<file path="src/pwm_pkg.sv">
// pwm_pkg: constants shared by the four-channel pulse-width modulator
// assumes a single 10 MHz clock domain and plain control ports
package pwm_pkg;
  localparam int CHANNELS = 4;
  localparam int CH_WIDTH = 8;
  localparam int PRESCALE_BITS = 7;
  localparam int PRESCALE_CODE_BITS = 3;
  localparam int SCALE_BITS = 8;
  localparam logic [7:0] PERIOD_RESET = 8'h00;
  localparam logic [7:0] DUTY_RESET = 8'h00;
  localparam logic [7:0] COUNT_RESET = 8'h00;
  localparam logic [7:0] SCALE_RESET = 8'h00;
  localparam logic [6:0] PRESCALE_RESET = 7'h00;
  localparam int CLOCK_HZ = 10000000;
  localparam int SYNC_STAGES = 2;
endpackage : pwm_pkg

</file>
<file path="src/pwm_top.sv">
// pwm_top: four-channel pulse-width modulator with prescaled clock sources
// assumes control ports are driven from the same clock; pins come from outside
//
// Summary of operation
// - four 8-bit channels, joinable into 16-bit pairs
// - each channel owns period, duty and counter
// - four clock sources, chosen per channel
// - duty ranges fully off to fully on
// - left or center alignment per channel
// - enabled channel applies new values at rollover
// - disabled channel writes take effect immediately
// - counter write resets count, latches buffers
// - counter value readable by software
// - enabled channel overrides the port pin
// - unused pin stays general purpose port
// - joined pair: low channel high byte, drives
// - seven-bit prescaler divides by one to 128
// - scaled clock is base/(scale+1)/2
// - left aligned polarity selects starting level
`timescale 1ns/1ps
module pwm_top (
  input wire logic CLOCK,
  input wire logic RESETN,
  input wire logic CE,
  input wire logic JOIN_PAIR_LOW,
  input wire logic JOIN_PAIR_HIGH,
  input wire logic [2:0] BASE_CLOCK_A_DIVIDER,
  input wire logic [2:0] BASE_CLOCK_B_DIVIDER,
  input wire logic [7:0] SCALED_CLOCK_ZERO_DIVISOR,
  input wire logic [7:0] SCALED_CLOCK_ONE_DIVISOR,
  input wire logic WR_SCALE_ZERO,
  input wire logic WR_SCALE_ONE,
  input wire logic [3:0] CHANNEL_CLOCK_CHOICE,
  input wire logic [3:0] CHANNEL_POLARITY,
  input wire logic [3:0] CHANNEL_CENTER,
  input wire logic [3:0] CHANNEL_OUTPUT_ENABLE,
  input wire logic [3:0] WR_PERIOD,
  input wire logic [3:0] WR_DUTY,
  input wire logic [3:0] WR_COUNT,
  input wire logic [7:0] WR_DATA,
  input wire logic [1:0] READ_SEL,
  output logic [7:0] COUNT_READ,
  input wire logic [3:0] PORT_DATA,
  input wire logic [3:0] PORT_DIR,
  input wire logic [3:0] PIN_IN,
  output logic [3:0] PIN_OUT,
  output logic [3:0] PIN_OE,
  output logic [3:0] PORT_IN_READ
);
  ////////////////////////////////////////////////////////////////////////////
  logic rst_s1_r, rst_n;
  always_ff @(posedge CLOCK or negedge RESETN) begin
    if (!RESETN) begin
      rst_s1_r <= 1'b0;
      rst_n <= 1'b0;
    end else begin
      rst_s1_r <= 1'b1;
      rst_n <= rst_s1_r;
    end
  end

  logic [3:0] pin_s1_r, pin_s2_r;
  always_ff @(posedge CLOCK or negedge rst_n) begin
    if (!rst_n) begin
      pin_s1_r <= 4'h0;
      pin_s2_r <= 4'h0;
    end else if (CE) begin
      pin_s1_r <= PIN_IN;
      pin_s2_r <= pin_s1_r;
    end
  end

  ////////////////////////////////////////////////////////////////////////////
  // prescaler runs only while some channel is on, to save power
  logic [6:0] pre_r, pre_nxt;
  logic any_en, tick_a, tick_b;
  logic [7:0] sc0_r, sc0_nxt, sc1_r, sc1_nxt;
  logic s0_r, s0_nxt, s1_r, s1_nxt, tick_s0, tick_s1;

  function automatic logic pre_tick(input logic [6:0] cnt, input logic [2:0] code);
    logic [6:0] mask;
    mask = 7'((8'h01 << code) - 8'h01);
    pre_tick = (cnt & mask) == mask;
  endfunction : pre_tick

  always_comb begin
    any_en = |CHANNEL_OUTPUT_ENABLE;
    pre_nxt = any_en ? pre_r + 7'h01 : pwm_pkg::PRESCALE_RESET;
    tick_a = any_en && pre_tick(pre_r, BASE_CLOCK_A_DIVIDER);
    tick_b = any_en && pre_tick(pre_r, BASE_CLOCK_B_DIVIDER);
    // down counter reloads at zero; each reload flips the half-rate output
    sc0_nxt = sc0_r;
    s0_nxt = s0_r;
    tick_s0 = 1'b0;
    if (WR_SCALE_ZERO) begin
      sc0_nxt = SCALED_CLOCK_ZERO_DIVISOR;
    end else if (tick_a) begin
      if (sc0_r == 8'h00) begin
        sc0_nxt = SCALED_CLOCK_ZERO_DIVISOR;
        s0_nxt = ~s0_r;
        tick_s0 = s0_r;
      end else begin
        sc0_nxt = sc0_r - 8'h01;
      end
    end
    sc1_nxt = sc1_r;
    s1_nxt = s1_r;
    tick_s1 = 1'b0;
    if (WR_SCALE_ONE) begin
      sc1_nxt = SCALED_CLOCK_ONE_DIVISOR;
    end else if (tick_b) begin
      if (sc1_r == 8'h00) begin
        sc1_nxt = SCALED_CLOCK_ONE_DIVISOR;
        s1_nxt = ~s1_r;
        tick_s1 = s1_r;
      end else begin
        sc1_nxt = sc1_r - 8'h01;
      end
    end
  end

  always_ff @(posedge CLOCK or negedge rst_n) begin
    if (!rst_n) begin
      pre_r <= pwm_pkg::PRESCALE_RESET;
      sc0_r <= pwm_pkg::SCALE_RESET;
      sc1_r <= pwm_pkg::SCALE_RESET;
      s0_r <= 1'b0;
      s1_r <= 1'b0;
    end else if (CE) begin
      pre_r <= pre_nxt;
      sc0_r <= sc0_nxt;
      sc1_r <= sc1_nxt;
      s0_r <= s0_nxt;
      s1_r <= s1_nxt;
    end
  end

  ////////////////////////////////////////////////////////////////////////////
  // per channel tick: 0,1 from A or S0; 2,3 from B or S1
  logic [3:0] ch_tick;
  always_comb begin
    ch_tick[0] = CHANNEL_CLOCK_CHOICE[0] ? tick_s0 : tick_a;
    ch_tick[1] = CHANNEL_CLOCK_CHOICE[1] ? tick_s0 : tick_a;
    ch_tick[2] = CHANNEL_CLOCK_CHOICE[2] ? tick_s1 : tick_b;
    ch_tick[3] = CHANNEL_CLOCK_CHOICE[3] ? tick_s1 : tick_b;
  end

  // each pair is a 16-bit engine plus an 8-bit one; separate mode uses the low half of the first
  logic [1:0] join_pair;
  logic [3:0] wave;
  logic [15:0] pair_cnt [2];
  logic [7:0] lone_cnt [2];
  assign join_pair = {JOIN_PAIR_HIGH, JOIN_PAIR_LOW};

  genvar gp;
  generate
    for (gp = 0; gp < 2; gp++) begin : g_pair
      localparam int LO = 2 * gp;
      localparam int HI = 2 * gp + 1;
      logic jn, en_main, wp, wd, wc;
      logic [15:0] pd, dd, cnt16;
      logic [15:0] per_hold_r, per_hold_nxt, duty_hold_r, duty_hold_nxt;
      // joined: lower channel is high byte and pin, upper sets clock
      assign jn = join_pair[gp];
      // a joined pair is enabled through its lower channel only
      assign en_main = CHANNEL_OUTPUT_ENABLE[LO];
      // high byte waits here until the low byte write loads the full word
      always_comb begin
        per_hold_nxt = per_hold_r;
        duty_hold_nxt = duty_hold_r;
        if (WR_PERIOD[LO]) per_hold_nxt[15:8] = WR_DATA;
        if (WR_PERIOD[HI]) per_hold_nxt[7:0] = WR_DATA;
        if (WR_DUTY[LO]) duty_hold_nxt[15:8] = WR_DATA;
        if (WR_DUTY[HI]) duty_hold_nxt[7:0] = WR_DATA;
      end
      always_ff @(posedge CLOCK or negedge rst_n) begin
        if (!rst_n) begin
          per_hold_r <= 16'h0000;
          duty_hold_r <= 16'h0000;
        end else if (CE) begin
          per_hold_r <= per_hold_nxt;
          duty_hold_r <= duty_hold_nxt;
        end
      end
      assign wp = jn ? WR_PERIOD[HI] : WR_PERIOD[LO];
      assign wd = jn ? WR_DUTY[HI] : WR_DUTY[LO];
      assign wc = jn ? (WR_COUNT[LO] | WR_COUNT[HI]) : WR_COUNT[LO];
      assign pd = jn ? {per_hold_r[15:8], WR_DATA} : {8'h00, WR_DATA};
      assign dd = jn ? {duty_hold_r[15:8], WR_DATA} : {8'h00, WR_DATA};
      pwm_channel #(.W(16)) u_main (
        .clk(CLOCK),
        .rst_n(rst_n),
        .ce(CE),
        .tick(jn ? ch_tick[HI] : ch_tick[LO]),
        .enable(en_main),
        .center(CHANNEL_CENTER[LO]),
        .polarity(CHANNEL_POLARITY[LO]),
        .wr_period(wp),
        .wr_duty(wd),
        .wr_count(wc),
        .period_in(pd),
        .duty_in(dd),
        .count_r(cnt16),
        .wave_r(wave[LO])
      );
      pwm_channel #(.W(8)) u_aux (
        .clk(CLOCK),
        .rst_n(rst_n),
        .ce(CE),
        .tick(ch_tick[HI]),
        .enable(CHANNEL_OUTPUT_ENABLE[HI] && !jn),
        .center(CHANNEL_CENTER[HI]),
        .polarity(CHANNEL_POLARITY[HI]),
        .wr_period(WR_PERIOD[HI] && !jn),
        .wr_duty(WR_DUTY[HI] && !jn),
        .wr_count(WR_COUNT[HI] && !jn),
        .period_in(WR_DATA),
        .duty_in(WR_DATA),
        .count_r(lone_cnt[gp]),
        .wave_r(wave[HI])
      );
      assign pair_cnt[gp] = cnt16;
    end
  endgenerate

  ////////////////////////////////////////////////////////////////////////////
  logic [3:0] pwm_own;
  logic [3:0] pin_out_nxt, pin_oe_nxt;
  logic [7:0] cnt_nxt;
  always_comb begin
    pwm_own[0] = CHANNEL_OUTPUT_ENABLE[0];
    pwm_own[1] = CHANNEL_OUTPUT_ENABLE[1] && !JOIN_PAIR_LOW;
    pwm_own[2] = CHANNEL_OUTPUT_ENABLE[2];
    pwm_own[3] = CHANNEL_OUTPUT_ENABLE[3] && !JOIN_PAIR_HIGH;
    // waveform takes the pin; otherwise the port owns it
    pin_out_nxt = (pwm_own & wave) | (~pwm_own & PORT_DATA);
    pin_oe_nxt = pwm_own | PORT_DIR;
    // count readback per channel; joined pair splits into bytes
    case (READ_SEL)
      2'h0: cnt_nxt = JOIN_PAIR_LOW ? pair_cnt[0][15:8] : pair_cnt[0][7:0];
      2'h1: cnt_nxt = JOIN_PAIR_LOW ? pair_cnt[0][7:0] : lone_cnt[0];
      2'h2: cnt_nxt = JOIN_PAIR_HIGH ? pair_cnt[1][15:8] : pair_cnt[1][7:0];
      2'h3: cnt_nxt = JOIN_PAIR_HIGH ? pair_cnt[1][7:0] : lone_cnt[1];
      default: cnt_nxt = 8'h00;
    endcase
  end

  always_ff @(posedge CLOCK or negedge rst_n) begin
    if (!rst_n) begin
      PIN_OUT <= 4'h0;
      PIN_OE <= 4'h0;
      COUNT_READ <= pwm_pkg::COUNT_RESET;
      PORT_IN_READ <= 4'h0;
    end else if (CE) begin
      PIN_OUT <= pin_out_nxt;
      PIN_OE <= pin_oe_nxt;
      COUNT_READ <= cnt_nxt;
      PORT_IN_READ <= pin_s2_r;
    end
  end

  property p_pin_owned;
    @(posedge CLOCK) disable iff (!rst_n) (CE && pwm_own[0]) |=> PIN_OE[0];
  endproperty
  a_pin_owned: assert property (p_pin_owned) else $error("enabled pin not driven");

  property p_pin_port;
    @(posedge CLOCK) disable iff (!rst_n)
      (CE && !pwm_own[1]) |=> (PIN_OUT[1] == $past(PORT_DATA[1]));
  endproperty
  a_pin_port: assert property (p_pin_port) else $error("port pin not passed");

  property p_idle_prescaler;
    @(posedge CLOCK) disable iff (!rst_n) (CE && !any_en) |=> (pre_r == 7'h00);
  endproperty
  a_idle_prescaler: assert property (p_idle_prescaler) else $error("prescaler ran idle");

  property p_scale_reload;
    @(posedge CLOCK) disable iff (!rst_n)
      (CE && WR_SCALE_ZERO) |=> (sc0_r == $past(SCALED_CLOCK_ZERO_DIVISOR));
  endproperty
  a_scale_reload: assert property (p_scale_reload) else $error("scale not loaded");

  property p_scale_one_load;
    @(posedge CLOCK) disable iff (!rst_n)
      (CE && WR_SCALE_ONE) |=> (sc1_r == $past(SCALED_CLOCK_ONE_DIVISOR));
  endproperty
  a_scale_one_load: assert property (p_scale_one_load) else $error("scale one lost");

  property p_joined_pin_free;
    @(posedge CLOCK) disable iff (!rst_n)
      (CE && JOIN_PAIR_LOW) |=> (PIN_OE[1] == $past(PORT_DIR[1]));
  endproperty
  a_joined_pin_free: assert property (p_joined_pin_free) else $error("joined pin held");

  property p_slowest_base;
    @(posedge CLOCK) disable iff (!rst_n)
      (tick_a && BASE_CLOCK_A_DIVIDER == 3'h7) |-> (pre_r == 7'h7F);
  endproperty
  a_slowest_base: assert property (p_slowest_base) else $error("base tick off phase");

  c_joined_low: cover property (@(posedge CLOCK) disable iff (!rst_n) JOIN_PAIR_LOW && pwm_own[0]);
  c_s0_tick: cover property (@(posedge CLOCK) disable iff (!rst_n) tick_s0);
  c_center: cover property (@(posedge CLOCK) disable iff (!rst_n) CHANNEL_CENTER[2] && PIN_OE[2]);
endmodule : pwm_top

</file>
<file path="src/pwm_channel.sv">
// pwm_channel: one 8-bit slice or a joined 16-bit pair, with buffered period and duty
// assumes tick is a one-cycle pulse from the selected clock source
`timescale 1ns/1ps
module pwm_channel #(
  parameter int W = 16
) (
  input wire logic clk,
  input wire logic rst_n,
  input wire logic ce,
  input wire logic tick,
  input wire logic enable,
  input wire logic center,
  input wire logic polarity,
  input wire logic wr_period,
  input wire logic wr_duty,
  input wire logic wr_count,
  input wire logic [W-1:0] period_in,
  input wire logic [W-1:0] duty_in,
  output logic [W-1:0] count_r,
  output logic wave_r
);
  logic [W-1:0] per_buf_r, per_buf_nxt, duty_buf_r, duty_buf_nxt;
  logic [W-1:0] per_act_r, per_act_nxt, duty_act_r, duty_act_nxt, count_nxt;
  logic down_r, down_nxt, wave_nxt, roll;

  always_comb begin
    per_buf_nxt = wr_period ? period_in : per_buf_r;
    duty_buf_nxt = wr_duty ? duty_in : duty_buf_r;
    per_act_nxt = per_act_r;
    duty_act_nxt = duty_act_r;
    count_nxt = count_r;
    down_nxt = down_r;
    wave_nxt = wave_r;
    roll = 1'b0;
    if (!enable) begin
      // disabled: writes go straight through, so no mixed waveform
      per_act_nxt = per_buf_nxt;
      duty_act_nxt = duty_buf_nxt;
      count_nxt = '0;
      down_nxt = 1'b0;
    end else if (wr_count) begin
      // counter write forces new values at once
      per_act_nxt = per_buf_nxt;
      duty_act_nxt = duty_buf_nxt;
      count_nxt = '0;
      down_nxt = 1'b0;
    end else if (tick) begin
      if (!center) begin
        roll = (count_r + W'(1)) >= per_act_r;
        count_nxt = roll ? '0 : count_r + W'(1);
      end else begin
        // count up to period then back down
        if (!down_r) begin
          if (count_r + W'(1) >= per_act_r) down_nxt = 1'b1;
          count_nxt = (count_r >= per_act_r) ? count_r : count_r + W'(1);
        end else begin
          roll = (count_r <= W'(1));
          if (roll) down_nxt = 1'b0;
          count_nxt = (count_r == '0) ? '0 : count_r - W'(1);
        end
      end
      if (roll) begin
        // buffered values applied only at rollover
        per_act_nxt = per_buf_r;
        duty_act_nxt = duty_buf_r;
      end
    end
    // level from compare: duty 0 and duty >= period (center: duty > period) give the two extremes
    if (!center) begin
      // left aligned: polarity 0 low then high at duty
      wave_nxt = (count_nxt < duty_act_nxt) ? polarity : ~polarity;
    end else begin
      wave_nxt = (count_nxt < duty_act_nxt) ? ~polarity : polarity;
    end
  end

  always_ff @(posedge clk or negedge rst_n) begin
    if (!rst_n) begin
      per_buf_r <= '0;
      duty_buf_r <= '0;
      per_act_r <= '0;
      duty_act_r <= '0;
      count_r <= '0;
      down_r <= 1'b0;
      wave_r <= 1'b0;
    end else if (ce) begin
      per_buf_r <= per_buf_nxt;
      duty_buf_r <= duty_buf_nxt;
      per_act_r <= per_act_nxt;
      duty_act_r <= duty_act_nxt;
      count_r <= count_nxt;
      down_r <= down_nxt;
      wave_r <= wave_nxt;
    end
  end

  property p_count_write_clears;
    @(posedge clk) disable iff (!rst_n) (ce && enable && wr_count) |=> (count_r == '0);
  endproperty
  a_count_write_clears: assert property (p_count_write_clears) else $error("count not cleared");

  property p_disabled_idle;
    @(posedge clk) disable iff (!rst_n) (ce && !enable) |=> (count_r == '0);
  endproperty
  a_disabled_idle: assert property (p_disabled_idle) else $error("count moved while off");

  property p_left_bound;
    @(posedge clk) disable iff (!rst_n)
      (enable && !center && per_act_r != '0) |-> (count_r < per_act_r);
  endproperty
  a_left_bound: assert property (p_left_bound) else $error("count passed period");

  property p_duty_zero_flat;
    @(posedge clk) disable iff (!rst_n)
      (ce && duty_act_nxt == '0 && !center) |=> (wave_r == !$past(polarity));
  endproperty
  a_duty_zero_flat: assert property (p_duty_zero_flat) else $error("duty zero not flat");

  c_roll: cover property (@(posedge clk) disable iff (!rst_n) ce && roll);
  c_center_down: cover property (@(posedge clk) disable iff (!rst_n) down_r ##1 !down_r);
endmodule : pwm_channel

</file>
<file path="config.mk">
export PLATFORM = sky130hd
export DESIGN_NAME = pwm_top
export DESIGN_NICKNAME = d
export VERILOG_FILES = /design/src/pwm_pkg.sv /design/src/pwm_top.sv /design/src/pwm_channel.sv
export SDC_FILE = /design/constraint.sdc
export NUM_CORES = 1
export LEC_CHECK = 0
export BUFFER_PORTS_ARGS = -buffer_cell sky130_fd_sc_hd__buf_2
export CAP_MARGIN = 40
export CORE_MARGIN = 2
export CORE_UTILIZATION = 45
export CTS_CLUSTER_DIAMETER = 120
export DETAILED_ROUTE_END_ITERATION = 6
export GPL_ROUTABILITY_DRIVEN = 1
export PLACE_DENSITY = 0.67
export SYNTH_ARGS = -nofsm -noshare
export SYNTH_HDL_FRONTEND = slang
export SYNTH_SLANG_ARGS = --single-unit
</file>
<file path="constraint.sdc">
create_clock -name CLOCK -period 32 [get_ports CLOCK]
set_input_delay 0 -clock CLOCK [delete_from_list [all_inputs] [get_ports CLOCK]]
set_output_delay 0 -clock CLOCK [all_outputs]
set_load 0.005 [all_outputs]
</file>
# After elaboration in Yosys (flattened, before gate mapping)
# Index checks and enable logic that the tools add are counted.
# totals
ff_bits	335
in_bits	79
out_inout_bits	20
# classes
addsub	13
magnitude_cmp	16
n_eq_ne	17
shifts	2
muxes	166
bitwise_logic	17
n_reduce_logical	38
# op_table
op	count
two-way mux 16 bit	40
two-way mux 8 bit	46
two-way mux 1 bit	78
>= comparator 16 bit	4
adder 16 x 1 -> 16 bit (second input constant)	2
>= comparator 8 bit	4
<= comparator 16 x 1 -> 1 bit (second input constant)	2
zero test 16 bit	2
zero test 8 bit	4
less-than comparator 16 bit	2
case mux 8 bit (4 select lines)	1
subtractor 16 x 1 -> 16 bit (second input constant)	2
subtractor 8 x 1 -> 8 bit (second input constant)	4
AND reduction 3 bit	8
adder 8 x 1 -> 8 bit (second input constant)	2
<= comparator 8 x 1 -> 1 bit (second input constant)	2
less-than comparator 8 bit	2
bitwise AND 7 bit	2
== test 7 bit	2
left shift 1 x 3 -> 7 bit (first input constant)	2
subtractor 7 x 1 -> 7 bit (second input constant)	2
!= test 3 x 1 -> 1 bit (second input constant)	4
!= test 3 x 2 -> 1 bit (second input constant)	4
!= test 3 bit (second input constant)	4
16 further kinds	44

# Depth between registers and ports, before layout
# depth
word_depth	19
mapped_depth	27

# Cells and area by module
# From an unflattened synthesis, not the netlist that was laid out.
# unflattened
hier_cells	2500
hier_area_um2	23144.7
# by_module_without_submodules
mod	instances	cells_per_inst	area_each_um2
pwm_channel at g_pair[0].u_aux ...	2	334	3064.2
pwm_channel at g_pair[0].u_main	1	660	5915.7
pwm_channel at g_pair[1].u_main	1	639	5860.6
pwm_top	1	533	5240.0

# Worst setup path before layout
# Ideal clock, no wire load.
# synth_timing
kind	reg2reg
startpoint	register g_pair[0].u_main.count_r[0]
endpoint	register g_pair[0].u_main.wave_r
setup_time_ns	0.069
t_arrival_ns	5.178
slack_ns	26.753
path_stages_with_launch	24
n_path_buf	2
path_cell_list	dfrtp_1 -> clkbuf_1 -> and3_1 -> nand3_1 -> nor2_1 -> and3_1 -> xor2_1 -> ha_1 -> and4_1 -> a211oi_1 -> o21ai_1 -> nand3_1 -> buf_2 -> mux2_2 -> o21ai_1 -> ha_1 -> a21o_1 -> a21o_1 -> a211oi_1 -> o21bai_1 -> a21o_1 -> a211o_1 -> or3_1 -> nand3_1
# synth_between
elab_chain_cells	13
elab_cells_between_ends	27
cone_classes	add/sub: 2; order compare: 4; mux: 20; reduce/logical: 1
# synth_rtl
item	line_no	source
start: declaration	pwm_channel.sv:19	output logic [W-1:0] count_r,
start signal: assignment	pwm_channel.sv:91	count_r <= count_nxt;
adder 16 x 1 -> 16 bit or <= comparator 16 x 1 -> 1 bit (tied branches)	-	
>= comparator 16 bit or two-way mux 1 bit (tied branches)	pwm_channel.sv:49, pwm_channel.sv:53	
two-way mux 1 bit	pwm_channel.sv:48	if (!center) begin
two-way mux 1 bit	pwm_channel.sv:47	end else if (tick) begin
two-way mux 1 bit	pwm_channel.sv:41	end else if (wr_count) begin
two-way mux 1 bit	pwm_channel.sv:35	if (!enable) begin
two-way mux 16 bit	pwm_channel.sv:62	if (roll) begin
two-way mux 16 bit	pwm_channel.sv:47	
two-way mux 16 bit	pwm_channel.sv:41	
two-way mux 16 bit	pwm_channel.sv:35	
less-than comparator 16 bit *	pwm_channel.sv:71, pwm_channel.sv:73	
two-way mux 1 bit, on equally long branches	pwm_channel.sv:71, pwm_channel.sv:73	
two-way mux 1 bit *	pwm_channel.sv:69	if (!center) begin
end signal: assignment	pwm_channel.sv:93	wave_r <= wave_nxt;
end: declaration	pwm_channel.sv:20	output logic wave_r
# Mark *: on every way between the ends. The rest lies on a longest branch, timed or not. The select of a mux whose other input is x is not followed.
# A chain may end at the register's enable or synchronous reset.

# Worst setup path after layout
# layout_timing
startpoint	register g_pair[1].u_main.count_r[4]
endpoint	register g_pair[1].u_main.wave_r
# layout_between
elab_chain_cells	13
elab_cells_between_ends	27
cone_classes	add/sub: 2; order compare: 4; mux: 20; reduce/logical: 1
# layout_rtl
item	line_no
start: declaration	pwm_channel.sv:19
start signal: assignment	pwm_channel.sv:91
adder 16 x 1 -> 16 bit or <= comparator 16 x 1 -> 1 bit (tied branches)	-
>= comparator 16 bit or two-way mux 1 bit (tied branches)	pwm_channel.sv:49, pwm_channel.sv:53
two-way mux 1 bit	pwm_channel.sv:48
two-way mux 1 bit	pwm_channel.sv:47
two-way mux 1 bit	pwm_channel.sv:41
two-way mux 1 bit	pwm_channel.sv:35
two-way mux 16 bit	pwm_channel.sv:62
two-way mux 16 bit	pwm_channel.sv:47
two-way mux 16 bit	pwm_channel.sv:41
two-way mux 16 bit	pwm_channel.sv:35
less-than comparator 16 bit *	pwm_channel.sv:71, pwm_channel.sv:73
two-way mux 1 bit, on equally long branches	pwm_channel.sv:71, pwm_channel.sv:73
two-way mux 1 bit *	pwm_channel.sv:69
end signal: assignment	pwm_channel.sv:93
end: declaration	pwm_channel.sv:20
# Marked as above.

==> impl_metrics.json <==
{
  "min-delay-path-class": "in -> reg",
  "required_ns": 32.41,
  "p_leak_nw": 11.7,
  "cts_buffers": 38,
  "final_common_cell": "dfrtp_1",
  "hp-start": "CHANNEL_CENTER[0]",
  "fin_nets": 2809,
  "min_period_over_period_pct": 20.0,
  "rrSetupSlack_ns": 25.59,
  "stdcell_area_um2": 25800,
  "dpl_cell_area_um2": 23800,
  "syn-cell-area_um2": 22700,
  "synth_nets": 2732,
  "r2r-start": "g_pair[1].u_main.count_r[4]$_DFFE_PN0P_",
  "max_cap_violations": 0,
  "htreeDepth": 2,
  "die_h_um": 229,
  "worstHoldEndpoint": "g_pair[0].u_main.down_r$_DFFE_PN0P_",
  "setup-violations-final": 0,
  "die_area_um2": 52400,
  "grt-ovfl-total": 0,
  "dpl.cell_count": 3141,
  "post_drt_wl_per_cell_um": 21.3,
  "synth_cells": 2493,
  "finalHoldViolCount": 0,
  "yosysUniqueCellTypes": 85,
  "relSlewSlack_pct": 40.1,
  "syn2layout_area_growth_pct": 13.5,
  "max-clock-path-buffers": 3,
  "final_cell_mix": "dfrtp_1 (334), nand2_1 (252), o21ai_0 (213)",
  "ys.flop_type": "dfrtp_1",
  "startpoint_type": "register",
  "synth.avg_cell_area_um2": 9.12,
  "finalPower_w": 0.00128,
  "met2_usage_pct": 43.3,
  "grt-busiest-layer": "met2",
  "portBuffers": 98,
  "vias": 20100,
  "core-area_um2": 50100,
  "worstPathArrival_ns": 6.82,
  "vdd_drop_max_mv": 0.0338,
  "tns_ns": 0,
  "r2r-end": "g_pair[1].u_main.wave_r$_DFFE_PN0P_",
  "clk_pin_slew_ns": 0.06,
  "viasPerCell": 6.14,
  "use_met3_pct": 3.71,
  "drt_first_pass_iters": 6,
  "fin_skew_ns": 0.0197,
  "min_period_ns": 6.41,
  "rsz0062_at_grt": "false",
  "use_met1_pct": 35.8,
  "clk_latency_ns": 0.58,
  "drv_slew": 0,
  "dp_hpwl_um": 48900,
  "cts_tree": "yes",
  "ant_nets": 0,
  "grt_pass1_wl_um": 111000,
  "antenna_found_initial": 0,
  "hold-path-cell-count": 5,
  "drc": 0,
  "start_util_pct": 45.4,
  "async_reset_ff_share_pct": 100,
  "yosysSeqAreaShare_pct": 36.9,
  "pin_count": 99,
  "grt_use_total_pct": 26.3,
  "numClockSinks": 335,
  "drive_above_1_share_pct": 15.1,
  "ys_ff_latch": 335,
  "die_x_um": 229,
  "critPathMaxFanout": 15,
  "path_class": "reg -> reg",
  "drt_iter0_markers": 1861,
  "num_rows": 82,
  "finalNonFillerCells": 3272,
  "ctsResizeCount": 0,
  "grt_pass1_vias": 20100,
  "synth_edf_count": 0,
  "grt_max_degree": 74,
  "antennaDiodeCount": 0,
  "outcome": "finished clean",
  "ys_warn_count": 0,
  "drt_wl_total_um": 69700,
  "reg2reg_depth": 24,
  "gp_congestion": 0.961,
  "power.density_nw_per_um2": 49.5,
  "fmax_ghz": 0.156,
  "cts_root_buf": "clkbuf_16",
  "tightest_slew_ns": 0.893,
  "cp-end-kind": "register"
}
==> how the worst max path moves through the flow <==
stage	from	end	slack (ns)	cells after the start
2_1_floorplan	rst_n$_DFF_PN0_	COUNT_READ[0]$_DFFE_PN0P_	21.97	0
3_3_place_gp	g_pair[1].u_main.count_r[4]$_DFFE_PN0P_	g_pair[1].u_main.wave_r$_DFFE_PN0P_	25.98	24
3_5_place_dp	g_pair[1].u_main.count_r[4]$_DFFE_PN0P_	g_pair[1].u_main.wave_r$_DFFE_PN0P_	25.77	24
4_1_cts	g_pair[1].u_main.count_r[4]$_DFFE_PN0P_	g_pair[1].u_main.wave_r$_DFFE_PN0P_	25.75	24
5_1_grt	g_pair[1].u_main.count_r[4]$_DFFE_PN0P_	g_pair[1].u_main.wave_r$_DFFE_PN0P_	25.18	24
6_report	g_pair[1].u_main.count_r[4]$_DFFE_PN0P_	g_pair[1].u_main.wave_r$_DFFE_PN0P_	25.59	24
==> logic make-up after synthesis <==
logic type	after synthesis	synth area share [%]
xor gates and xnor gates	65	2.50
buffers and inverters	242	4.07
DFF	335	36.9
AOI/OAI and AO/OA	753	21.8
other	1	0.0165
and+or+nand+nor	699	14.5
adders and majority gates	160	8.80
muxes	238	11.5
==> flip-flops by register name (all words and copies together), names as in the netlist, 16 cells and up <==
name / count
g_pair.duty_hold_r: 16
g_pair.per_hold_r: 16
g_pair.u_main.duty_act_r: 32
g_pair.u_aux.duty_act_r: 16
g_pair.u_aux.count_r: 16
g_pair.u_aux.duty_buf_r: 16
g_pair.u_aux.per_act_r: 16
g_pair.u_main.duty_buf_r: 32
g_pair.u_main.count_r: 32
g_pair.u_main.per_buf_r: 32
g_pair.u_main.per_act_r: 32
g_pair.u_aux.per_buf_r: 16
==> synth_stat cells (18+ instances only) <==
master | count | area (um^2)
inv_1 | 85 | 319
nor2b_1 | 23 | 144
nand2_1 | 252 | 946
nor2_1 | 192 | 721
a21oi_1 | 165 | 826
nand2b_1 | 30 | 188
xnor2_1 | 36 | 315
a221oi_1 | 20 | 175
nand3_1 | 44 | 220
nor3_1 | 29 | 145
nand4_1 | 23 | 144
buf_1 | 18 | 67.6
o21ai_0 | 213 | 1070
o22a_1 | 23 | 201
a31oi_1 | 25 | 156
a211oi_1 | 37 | 278
mux2_2 | 160 | 1800
a21o_1 | 36 | 270
dfrtp_1 | 335 | 8380
clkbuf_1 | 129 | 484
xor2_1 | 29 | 254
ha_1 | 160 | 2000
a22o_1 | 41 | 359
mux2i_1 | 75 | 751
a22oi_1 | 28 | 210
==> what timing repair did <==
item	4_1_cts	5_1_grt
hold buffers	60	0
setup buffers	0	0
endpoints found under the hold margin	58	0
==> routing by layer <==
metal,part of all wire (%),vias to the layer above
met3,6.5,139
met4,2.7,0
met1,44,9853
li1,-,9318
met2,47,768
met5,0,-
==> worst max-delay path, cell delays in order (launching register included) <==
cell       delay (ns)
dfrtp_1          0.67
and4_1           0.33
nand3_1          0.13
nor3_1           0.69
nand3_1          0.18
xnor2_1          0.21
ha_1             0.36
nand2_1          0.06
nor2_1           0.21
o2111ai_1        0.23
a22oi_1          0.56
nand2_2          0.28
nand2_1          0.30
o22a_1           0.17
o21ai_0          0.12
ha_1             0.33
a21o_1           0.16
a21o_1           0.16
a21oi_1          0.19
a211o_1          0.18
a21oi_1          0.05
or4_1            0.39
inv_1            0.08
a21o_1           0.11
a31oi_1          0.07
==> power breakdown <==
group	leakage (nW)	switching [W]	internal (W)	total (W)
combinational	6.88	0.000142	0.000112	0.000254
sequential	4.12	0.0000450	0.000486	0.000531
clock	0.694	0.000189	0.000304	0.000494
==> per-stage QoR <==
stage          util (%)  hold WS (ns)  setup WS [ns]
6_report           51.6        0.0422          25.59
2_1_floorplan         -        -0.296          21.97
3_5_place_dp       47.5        -0.212          25.77
4_1_cts            51.6        0.0225          25.75
5_1_grt            51.6        0.0610          25.18
3_3_place_gp       47.3        -0.214          25.98
==> area by class of cell <==
type                            count  area, um^2
Sequential cell                   335        8390
Inverter                           86         324
Clock buffer                       53        1130
Tap cell                          672         841
Multi-Input combinational cell   1916       13500
Timing Repair Buffer              193        1410
Fill cell                        4606       24200
Clock inverter                     17         292
Note: power is estimated with default switching activity, not from simulation.
